**config.mk**
```make
export PLATFORM = sky130hd
export DESIGN_NAME = host_bus_dma_buffer_port
export DESIGN_NICKNAME = d
export VERILOG_FILES = /design/src/host_port_pkg.sv /design/src/host_bus_dma_buffer_port.sv
export VERILOG_INCLUDE_DIRS = /design/src /design/src/src
export SDC_FILE = /design/constraint.sdc
export NUM_CORES = 1
export LEC_CHECK = 0
export BUFFER_PORTS_ARGS = -buffer_cell sky130_fd_sc_hd__buf_2
export CAP_MARGIN = 10
export CORE_MARGIN = 2
export CORE_UTILIZATION = 47
export DETAILED_ROUTE_END_ITERATION = 8
export HOLD_SLACK_MARGIN = 0.03
export PLACE_DENSITY = 0.77
export SLEW_MARGIN = 10
export SYNTH_ARGS = -nofsm -noshare
export SYNTH_HDL_FRONTEND = slang
export SYNTH_SLANG_ARGS = --single-unit
```
**constraint.sdc**
```tcl
create_clock -name clk -period 1.61 [get_ports clk]
set_input_delay 0.483 -clock clk [delete_from_list [all_inputs] [get_ports clk]]
set_output_delay 0.483 -clock clk [all_outputs]
set_load 0.05 [all_outputs]
```
**src/host_port_defines.svh**
```systemverilog
// Constants for the host bus, DMA and buffer RAM write port
// Notes on behaviour
// - Plain writes drop ready only one cycle
// - Fast port writes in loopback insert wait
// - End mark stops requests after grant ends
// - Grant selects buffer port, index ignored
// - End mark polarity is programmable
// - Write enable nested inside select, 100 ns (60 ns min)
`ifndef HOST_PORT_DEFINES_SVH
`define HOST_PORT_DEFINES_SVH
`define CLK_PERIOD_NS 50
`define BACK_TO_BACK_NS 100
`define WAIT_MAX_NS 175
`define WE_PULSE_MIN_NS 60
// Spacing up to which writes count as back to back (rounded down)
`define BACK_TO_BACK_CYC (`BACK_TO_BACK_NS / `CLK_PERIOD_NS)
// Longest wait rounds down
`define WAIT_CYC (`WAIT_MAX_NS / `CLK_PERIOD_NS)
// Least pulse rounds up
`define WE_PULSE_CYC ((`WE_PULSE_MIN_NS + `CLK_PERIOD_NS - 1) / `CLK_PERIOD_NS)
`define BUF_PORT_INDEX 4'h8
`define BUF_ADDR_RESET 16'h0000
`endif

```
**src/host_port_pkg.sv**
```systemverilog
// Types shared by the host bus port
package host_port_pkg;
	typedef struct packed {
		logic [15:0] addr;
		logic [15:0] data;
		logic select_n;
		logic writeEn_n;
		logic dataOe;
	} sramBus_s;
	typedef enum logic [1:0] {
		RAM_IDLE = 2'b01,
		RAM_PULSE = 2'b10
	} ramState_e;
endpackage : host_port_pkg

```
**src/host_bus_dma_buffer_port.sv**
```systemverilog
// Host write path, DMA handshake and buffer RAM write sequencer
`timescale 1ns/1ps
`include "host_port_defines.svh"
module host_bus_dma_buffer_port #(
	parameter int ADDR_W = 16
) (
	input wire logic clk,
	input wire logic rst_n,
	input wire logic hostSelect_n,
	input wire logic hostWrite_n,
	input wire logic [3:0] host_reg_index,
	input wire logic [15:0] host_data_bus,
	input wire logic dma_grant_n,
	input wire logic transfer_end_mark,
	input wire logic endMarkActiveHigh,
	input wire logic bufWantsData,
	input wire logic dmaRearm,
	input wire logic txActive,
	input wire logic rxLoopbackActive,
	output logic ready,
	output logic dma_request_line,
	output logic regWriteStrobe,
	output logic [3:0] regWriteIndex,
	output logic [15:0] regWriteData,
	output host_port_pkg::sramBus_s sramBus
);
	localparam logic [1:0] WAIT_LOAD = 2'(`WAIT_CYC - 1);
	localparam logic [1:0] PULSE_LAST = 2'(`WE_PULSE_CYC - 1);
	localparam logic [1:0] SPACING = 2'(`BACK_TO_BACK_CYC);

	logic writePrev;
	logic writeFall;
	logic accessSel;
	logic portAccess;
	logic endMarkSeen;
	logic endMarkNow;
	logic [1:0] waitCnt;
	logic [1:0] sinceLast;
	logic [1:0] pulseCnt;
	logic pending;
	logic [15:0] pendingData;
	logic [ADDR_W-1:0] bufAddr;
	host_port_pkg::ramState_e ramState;

	// Grant acts as chip select and forces the buffer port
	assign accessSel = !dma_grant_n || !hostSelect_n;
	assign portAccess = !dma_grant_n || (host_reg_index == `BUF_PORT_INDEX);
	assign writeFall = writePrev && !hostWrite_n && accessSel;
	// Polarity folded into one active-true level
	assign endMarkNow = (transfer_end_mark == endMarkActiveHigh);

	// Strobe edge detect on synchronous inputs
	always_ff @(posedge clk) begin
		if (!rst_n) begin
			writePrev <= 1'b1;
		end else begin
			writePrev <= hostWrite_n;
		end
	end

	// Spacing since last port write, saturating
	always_ff @(posedge clk) begin
		if (!rst_n) begin
			sinceLast <= SPACING;
		end else if (writeFall && portAccess) begin
			sinceLast <= 2'h0;
		end else if (sinceLast != SPACING) begin
			sinceLast <= sinceLast + 2'h1;
		end
	end

	// Wait insertion only for fast port writes while loopback keeps both sides busy
	always_ff @(posedge clk) begin
		if (!rst_n) begin
			waitCnt <= 2'h0;
		end else if (writeFall && portAccess && sinceLast < SPACING && txActive && rxLoopbackActive) begin
			waitCnt <= WAIT_LOAD;
		end else if (waitCnt != 2'h0) begin
			waitCnt <= waitCnt - 2'h1;
		end
	end

	// Ready dips for the decode cycle only, unless a wait is running
	assign ready = !writeFall && (waitCnt == 2'h0);

	// Register writes leave as a one-cycle strobe with held data
	always_ff @(posedge clk) begin
		if (!rst_n) begin
			regWriteStrobe <= 1'b0;
			regWriteIndex <= 4'h0;
			regWriteData <= 16'h0000;
		end else begin
			regWriteStrobe <= writeFall && !portAccess;
			if (writeFall && !portAccess) begin
				regWriteIndex <= host_reg_index;
				regWriteData <= host_data_bus;
			end
		end
	end

	// End mark is remembered until software rearms the channel
	always_ff @(posedge clk) begin
		if (!rst_n) begin
			endMarkSeen <= 1'b0;
		end else if (!dma_grant_n && endMarkNow) begin
			endMarkSeen <= 1'b1; // set wins over rearm
		end else if (dmaRearm) begin
			endMarkSeen <= 1'b0;
		end
	end

	// Request stops once the marked grant has gone away; the far side keeps its
	// strobes inside the grant, so a mark outside it is never looked for
	always_ff @(posedge clk) begin
		if (!rst_n) begin
			dma_request_line <= 1'b0;
		end else begin
			dma_request_line <= bufWantsData && !(endMarkSeen && dma_grant_n);
		end
	end

	// One port word held until the RAM sequencer is free
	always_ff @(posedge clk) begin
		if (!rst_n) begin
			pending <= 1'b0;
			pendingData <= 16'h0000;
		end else if (writeFall && portAccess) begin
			pending <= 1'b1;
			pendingData <= host_data_bus;
		end else if (ramState == host_port_pkg::RAM_IDLE) begin
			pending <= 1'b0;
		end
	end

	// Two-state write: select and enable fall together, rise together
	always_ff @(posedge clk) begin
		if (!rst_n) begin
			ramState <= host_port_pkg::RAM_IDLE;
			pulseCnt <= 2'h0;
		end else begin
			unique case (ramState)
				host_port_pkg::RAM_IDLE: begin
					pulseCnt <= 2'h0;
					if (pending) begin
						ramState <= host_port_pkg::RAM_PULSE;
					end
				end
				host_port_pkg::RAM_PULSE: begin
					pulseCnt <= pulseCnt + 2'h1;
					if (pulseCnt == PULSE_LAST) begin
						ramState <= host_port_pkg::RAM_IDLE;
					end
				end
			endcase
		end
	end

	// Address advances after each finished write so it holds past select release
	always_ff @(posedge clk) begin
		if (!rst_n) begin
			bufAddr <= ADDR_W'(`BUF_ADDR_RESET);
		end else if (ramState == host_port_pkg::RAM_PULSE && pulseCnt == PULSE_LAST) begin
			bufAddr <= bufAddr + ADDR_W'(1);
		end
	end

	// RAM pins from flops; enable never outside select
	always_ff @(posedge clk) begin
		if (!rst_n) begin
			sramBus <= '{addr: 16'h0000, data: 16'h0000, select_n: 1'b1, writeEn_n: 1'b1, dataOe: 1'b0};
		end else begin
			sramBus.addr <= 16'(bufAddr);
			if (ramState == host_port_pkg::RAM_IDLE && pending) begin
				sramBus.data <= pendingData;
				sramBus.select_n <= 1'b0;
				sramBus.writeEn_n <= 1'b0;
				sramBus.dataOe <= 1'b1;
			end else if (ramState == host_port_pkg::RAM_PULSE && pulseCnt == PULSE_LAST) begin
				sramBus.select_n <= 1'b1;
				sramBus.writeEn_n <= 1'b1;
				sramBus.dataOe <= 1'b0;
			end
		end
	end
endmodule : host_bus_dma_buffer_port

```
Word level (Yosys, flattened, before mapping)
Cells that the tools add are included.

Add/sub/neg operators: 4. Magnitude comparators: 1. Equal/unequal tests: 8. Multiplexer cells: 14. Bitwise logic cells: 1. Reduce and logical (&&, ||, !) cells: 31.

Operator list (count): $add 16x1->16 const B (1); $logic_and 1x1->1 (13); $mux 2 (6); $reduce_bool 2->1 (6); $pmux 2 s2 (2); $logic_not 1->1 (6); $mux 3 (2); $ne 2x2->1 const B (3); $add 2x1->2 const B (2); $eq 2x1->1 const B (2); $eq 4x4->1 const B (1); $mux 1 (4); $reduce_or 2->1 (2); $eq 2x2->1 const B (1); $logic_not 2->1 (1); $logic_or 1x1->1 (2); $lt 2x2->1 const B (1); $reduce_and 2->1 (1); $sub 2x1->2 const B (1); $eq 1x1->1 (1); $not 1->1 (1).

Register bits after elaboration: 100. Bits of input ports: 31.

Depth between registers and ports, before layout
Gate-level depths: netlist of the first run.

Depth in word-level cells: 8. Depth in mapped cells: 7. Gate-level depth less buffers: 6.

Worst setup path before layout of the first run
OpenSTA, ideal clock, no wires.

Path kind: input -> output. From: input hostWrite_n. To: output ready. Arrival: 1.848 ns. Setup slack: -0.721 ns. Stages: 2. Buffers on the path: 0. Cell sequence: inv_1 -> a311oi_1.

Word-level cells in the longest chain between the ends: 5.

Ends and longest elaborated chain: start, declared (line host_bus_dma_buffer_port.sv:10) `input wire logic hostWrite_n,`; $logic_not 1->1 (line host_bus_dma_buffer_port.sv:48) `assign writeFall = writePrev && !hostWrite_n && accessSel;`; $logic_and 1x1->1 (2 in a row) (line host_bus_dma_buffer_port.sv:48); $logic_not 1->1 (line host_bus_dma_buffer_port.sv:84) `assign ready = !writeFall && (waitCnt == 2'h0);`; $logic_and 1x1->1 (line host_bus_dma_buffer_port.sv:84); end, declared (line host_bus_dma_buffer_port.sv:20) `output logic ready,`.

No other way between the ends.

Worst setup path after layout of the first run
From: register waitCnt[1]. To: output ready.

Word-level cells in the longest chain between the ends: 2.

Ends and longest elaborated chain: start, declared (line host_bus_dma_buffer_port.sv:37) `logic [1:0] waitCnt;`; start signal, assigned (line host_bus_dma_buffer_port.sv:79) `waitCnt <= waitCnt - 2'h1;`; $logic_not 2->1 (line host_bus_dma_buffer_port.sv:84); $logic_and 1x1->1 (line host_bus_dma_buffer_port.sv:84).

No other way between the ends.

==> results.md, run 1 <==
* Layout cell share with drive strength beyond 1 at 34.1%
* Clock-pin slew of the registers on the worst-case setup and hold paths at 100 ps
* DRT iter0 DRCs at 57
* Clock Latency Late Sink at 370 ps
* Core ar. at 7290 um2
* Routability congestion estimate from global placement at 0.779
* Reg2reg setup slack at 10 ps
* CP startpoint kind: register
* DRT Wirelength at ~7.3 mm
* Sequential-to-total area share from yosys stat at 55.8%
* CP delay by family, top: flip-flops
* Most numerous cell in the Yosys netlist: dfxtp_1
* Die height at around 90 um
* Worst path required time at 1130 ps
* Gr ovfl total at 0
* R2r worst-path depth at 5
* Worst Hold Class: primary input to register
* Vias in the first global route at 2662
* Area delta synth->final at 27.8%
* Fin crit period at approximately 1700 ps
* Pwr/cell area at approximately 970 nW/um2
* Hold Startpoint: dma_grant_n
* R2R Path Start: pulseCnt[0]$_SDFF_PN0_
* Cell taking the most area after synthesis: dfxtp_1
* Synth cell count leaders: dfxtp_1, nor2_1, nand2_1
* Final Util at slightly above 60%
* Max Fclk at 0.606 GHz
* Mapped cell area at 3550 um2
* R2R Path End: bufAddr[13]$_SDFFE_PN0P_
* Via-per-instance ratio at 4.87
* Number of fill cells in the layout at 654
* Register area at 1990 um2
* Failing checks: setup timing
* Status: finished with violations
* Slew @ Worst Pin at 385 ps
* Setup Skew at 9.73 ps
* Critical Path, Cell by Cell: a311oi_4 -> buf_6
* Final-report hold violation count at 0
* H-tree depth at 3
* Initial Utilization at around 49%
* # rows at 31
* CP Class: register to primary output
* Worst Path Buf+Inv at 1
* TritonCTS buffer count at 9
* VDD IR-drop max at 530 uV
* I/O Pins at 89
* Placed Cells incl. Taps at between 500 and 600
* Dpl hpwl at 5.09 mm
* Critical path's slowest cell: dfxtp_2
* Max-Cap Viols at 0
* Ys flop type: dfxtp_1
* Initial antenna violation count at 0
* Sink Count at about 100
* Endpoints failing setup at 1
* Gr usage total at 18.3%
* Ranking of synthesized cells by area: dfxtp_1, mux2i_1, nor2_1, nand2_1, a21oi_1
* Min-Delay Path Depth at 2
* Layout net count at 500
* Maximum clock path buffer count at 2
* Cell Count, Final, Fillers Out at 571
* Crit path DAT at 1170 ps
* Routed length per instance at 12.8 um
* Final WS setup at -40.3 ps
* Diode count at 0
* Top-area cell type share of the netlist area at 55.8%
* Antenna-violating nets left at 0
* Worst path depth at 2
* Total die area at 8270 um2
* CP Max Fanout at 2
* CP max stage delay at approximately 340 ps
* Drt first pass iters at 4
* Fraction of registers with async set/reset at 0%
* Mean Syn Cell Area at 9.85 um2
* Yosys reg bits at 99
* Synth warnings at 0
* CTS tree: done
* Post-route cell area at 4540 um2
* Gate count after technology mapping at 361
* Routed vias at 2781
* CTS hold repair buffers at 0
* Final Cycle Share at 103%
* I/O Buffers at between 80 and 90
* Worst setup EP type: primary output
* Leak pwr at 1.96 nW
* Setup TNS at -40.3 ps
* Slew HR at 74.3%
* Pin count of the biggest net entering global routing at 49
* Syn Nets at 394
* # DRC at 0
* Die Wd at 91.0 um
* DP Area at 4240 um2
* Hold Path End: dma_request_line$_SDFF_PN0_
* First-pass GRT wire length at around 12 mm
* Synth unique cells at 39
* RSZ-0062 raised after global routing: true
* Root buf cell: clkbuf_8
* EDFF count, synth at 0
* Max-slew violations at 0
* Multi-input logic area at ~1500 um2
==> cell usage in the layout (no fill, tap or decap), types with 2 or more instances in the layout <==
master    netlist  layout
nand4_1         5       5
buf_2           2      87
nand3_1         6       5
a21oi_2         0       3
or3_1           2       2
nand3_4         0       2
a21oi_1        26      23
o21ai_0         5       5
nor2_1         54      54
mux2i_1        36      36
nand2b_1        2       2
dfxtp_2         0       3
nand2_1        43      43
xnor2_1         2       2
dfxtp_1        99      95
buf_12          0       3
xor2_1          8       8
mux2_2          2       2
ha_1            2       2
buf_4           4      24
clkbuf_8        1       9
or4_4           0       2
or2_2           2       2
nor2b_1         2       2
and2_1         16      16
clkinv_4        0       4
inv_1           6       5
and2_2          3       3
==> power by group <==
| part | switching [mW] | total (mW) | internal, mW | leakage (nW) |
|---|---|---|---|---|
| sequential | 0.0308 | 2.53 | 2.50 | 0.804 |
| combinational | 0.242 | 0.389 | 0.147 | 1.06 |
| clock | 0.908 | 1.50 | 0.588 | 0.0919 |
| total | 1.18 | 4.42 | 3.24 | 1.96 |
==> what timing repair did <==
item	in CTS	in global routing
cloned	0	0
pin swaps	1	4
setup endpoints to repair	3	7
setup buffers	3	3
gates resized for setup	7	13
==> worst register-to-register path, cell delays in order, from the launching register on <==
cell	delay, ps
dfxtp_1	350
ha_1	160
and4b_2	300
nand3_4	130
or4_4	450
a21oi_2	150
==> routing by layer <==
metal	up-vias	track usage [%]	part of all wire [%]
li1	1418	-	-
met1	1286	22.4	44
met4	0	7.20	1.4
met5	-	0	0
met3	8	5.81	6.0
met2	69	29.9	48
==> layout make-up <==
cell class	count	share of cell area, %
flip-flops and latches	99	43.8
multi-input cells	236	33.7
repair buffers	115	15.1
clock buffers	9	2.73
well taps	99	2.73
clock inverters	7	1.38
inverters	6	0.496
==> kinds of logic after synthesis <==
logic type / count (synthesis) / synth area share (%)
compound gates: 36 / 5.56
mux: 38 / 10.8
flops: 99 / 55.8
xor+xnor: 10 / 2.46
fa+ha+maj: 2 / 0.704
simple gates: 150 / 20.8
buf+inv: 26 / 3.94
==> metrics by stage <==
step	hold WS (ps)	total power, mW	worst slack, ps
2_1_floorplan	395	2.84	-50.5
3_3_place_gp	406	2.97	-150
3_5_place_dp	415	2.98	-193
4_1_cts	296	4.45	-59.7
5_1_grt	312	4.60	-79.0
6_report	307	4.42	-40.3
==> registers in the layout, indices dropped and copies added (netlist names), 2 cells and up <==
register and flops:
ramState 2, pulseCnt 2, sinceLast 2, regWriteIndex 4, bufAddr 16, pendingData 16
waitCnt 2, sramBus 34, regWriteData 16
==> how the worst max path moves through the flow <==
stage,start,to,slack [ps]
2_1_floorplan,host_reg_index[0],pendingData[14]$_SDFFE_PN0P_,-50
3_3_place_gp,host_reg_index[0],pendingData[7]$_SDFFE_PN0P_,-150
3_5_place_dp,host_reg_index[0],pendingData[6]$_SDFFE_PN0P_,-190
4_1_cts,waitCnt[1]$_SDFFE_PN0P_,ready,-60
5_1_grt,waitCnt[1]$_SDFFE_PN0P_,ready,-80
6_report,waitCnt[1]$_SDFFE_PN0P_,ready,-40
Note: power is estimated with default switching activity, not from simulation.
==> run 2: changes to the inputs <==
--- a/config.mk
+++ b/config.mk
@@ -13,6 +13,7 @@
 export DETAILED_ROUTE_END_ITERATION = 8
 export HOLD_SLACK_MARGIN = 0.03
 export PLACE_DENSITY = 0.77
+export RECOVER_POWER = 100
 export SLEW_MARGIN = 10
 export SYNTH_ARGS = -nofsm -noshare
 export SYNTH_HDL_FRONTEND = slang
==> run 2 against run 1 <==
Net effect: the run still ends with setup timing left; clock power is essentially flat; core utilization shrank 0.69 points; clock-buffer cell count is the same; design area shrank 1.1%; sequential cell count is the same; critical path depth is the same; total power shrank 0.32%; non-clock buffer count is the same; worst setup slack gained 0.79 ps; die area is the same; worst hold slack gained 1.1 ps; first-iteration DRC count is the same; critical path type unchanged; largest cell class unchanged; largest power group unchanged.
==> results.md, run 2 (synthesized netlist as in run 1, its figures left out) <==
* Status: finished with violations
* Failing checks: setup timing
* Max-slew violations at 0
* Final-report hold violation count at 0
* Placed Cells incl. Taps at 549
* Initial Utilization at 48.7%
* VDD IR-drop max at 529 uV
* Number of fill cells in the layout at about 670
* Sink Count at 99
* Area delta synth->final at 26.4%
* Worst Hold Class: primary input to register
* Fin crit period at around 1600 ps
* Layout cell share with drive strength beyond 1 at 32.4%
* Clock Latency Late Sink at 370 ps
* Routed length per instance at 12.8 um
* Dpl hpwl at 5.09 mm
* Crit path DAT at 1170 ps
* DRT Wirelength at between 7 and 8 mm
* # DRC at 0
* Pwr/cell area at 980 nW/um2
* Reg2reg setup slack at -30 ps
* I/O Buffers at a little under 90
* First-pass GRT wire length at 12.2 mm
* Max-Cap Viols at 0
* Routed vias at 2782
* Layout net count at 500
* Commonest non-fill, non-tap cell in the layout: dfxtp_1
* Post-route cell area at 4490 um2
* Drt first pass iters at 4
* H-tree depth at 3
* Max Fclk at between 0.6 and 0.7 GHz
* Final WS setup at -39.5 ps
* Via-per-instance ratio at slightly below 5
* DRT iter0 DRCs at 57
* Routability congestion estimate from global placement at 0.779
* TritonCTS buffer count at 9
* Vias in the first global route at 2662
* Core ar. at 7290 um2
* Slew @ Worst Pin at 606 ps
* CP Class: register to primary output
* Pin count of the biggest net entering global routing at 49
* I/O Pins at 89
* Final Cycle Share at 102%
* Root buf cell: clkbuf_8
* Endpoints failing setup at 4
* Clock-pin slew of the registers on the worst-case setup and hold paths at roughly 100 ps
* Max reg flops at 34
* Antenna-violating nets left at 0
* Slew HR at 59.6%
* CTS tree: done
* Worst setup EP type: primary output
* DP Area at 4240 um2
* Diode count at 0
* Initial antenna violation count at 0
* RSZ-0062 raised after global routing: true
* Most flops, register: sramBus
* Worst path required time at 1130 ps
* Cell Count, Final, Fillers Out at 571
* Most frequent cells in the layout: dfxtp_1, clkbuf_2, nor2_1
* Die height at 91.0 um
* CP Max Fanout at 2
* CTS hold repair buffers at 0
* Maximum clock path buffer count at 2
* CP startpoint kind: register
* # rows at 31
* Total die area at between 8000 and 9000 um2
* Leak pwr at 1.87 nW
* Die Wd at 91.0 um
* Place WS at -193 ps
* Gr usage total at between 15 and 20%
* Gr ovfl total at 0
* Setup Skew at 10.6 ps
==> run 2: cell types whose count changed in the layout (fill, tap and decap cells not counted), moves of 2 or more <==
cell / change
buf_2: -56
clkbuf_2: +55
and2_0: +7
and2_1: -7
clkbuf_1: +5
buf_4: -3
buf_12: -2
==> run 2: area by class of cell <==
| cell class | count | area (um2) | area share (%) |
|---|---|---|---|
| repair buffers | 115 | 653 | 14.5 |
| multi-input cells | 236 | 1520 | 33.8 |
| inverters | 6 | 22.5 | 0.501 |
| clock inverters | 7 | 62.6 | 1.39 |
| flip-flops and latches | 99 | 1990 | 44.3 |
| clock buffers | 9 | 124 | 2.76 |
| well taps | 99 | 124 | 2.76 |
==> run 2: repair_timing <==
action / CTS / global route
resized for setup: 7 / 13
pin swaps: 1 / 4
cloned: 0 / 0
setup buffers: 3 / 3
setup endpoints to repair: 3 / 7
==> run 2: where the power goes <==
group,internal [mW],leakage (nW),total (mW),switching (mW)
Sequential,2.50,0.804,2.53,0.0315
Clock,0.588,0.0919,1.49,0.906
Combinational,0.137,0.978,0.377,0.239
==> run 2: per-stage QoR <==
| stage | util, % | power [mW] | TNS [ps] | hold WS (ps) |
|---|---|---|---|---|
| after global routing | 61.6 | 4.59 | -1660 | 312 |
| after floorplan | - | 2.84 | -386 | 395 |
| after global placement | 58.1 | 2.97 | -3780 | 406 |
| after detailed placement | 58.1 | 2.98 | -4600 | 415 |
| final | 61.6 | 4.40 | -86.4 | 308 |
| after CTS | 61.2 | 4.45 | -59.7 | 296 |
==> run 2: worst max-delay path, cell delays in order, from the launching register on <==
cell and delay, ps:
dfxtp_2 340, a311oi_4 270, buf_6 200
==> run 2: path summary, 6_finish.rpt <==
kind	from	endpoint	cells after the start
hold / removal	dma_grant_n	dma_request_line$_SDFF_PN0_	2
setup reg to reg	pulseCnt[0]$_SDFF_PN0_	bufAddr[13]$_SDFFE_PN0P_	5
hold reg to reg	pulseCnt[0]$_SDFF_PN0_	pulseCnt[0]$_SDFF_PN0_	1
setup / recovery	waitCnt[1]$_SDFFE_PN0P_	ready	2
==> run 2: per-layer routing <==
metal,vias up,track usage (%),part of all wire (%)
met5,-,0,0
met4,0,7.20,1.4
met3,8,5.81,5.8
met2,65,29.9,49
met1,1289,22.4,44
li1,1420,-,-
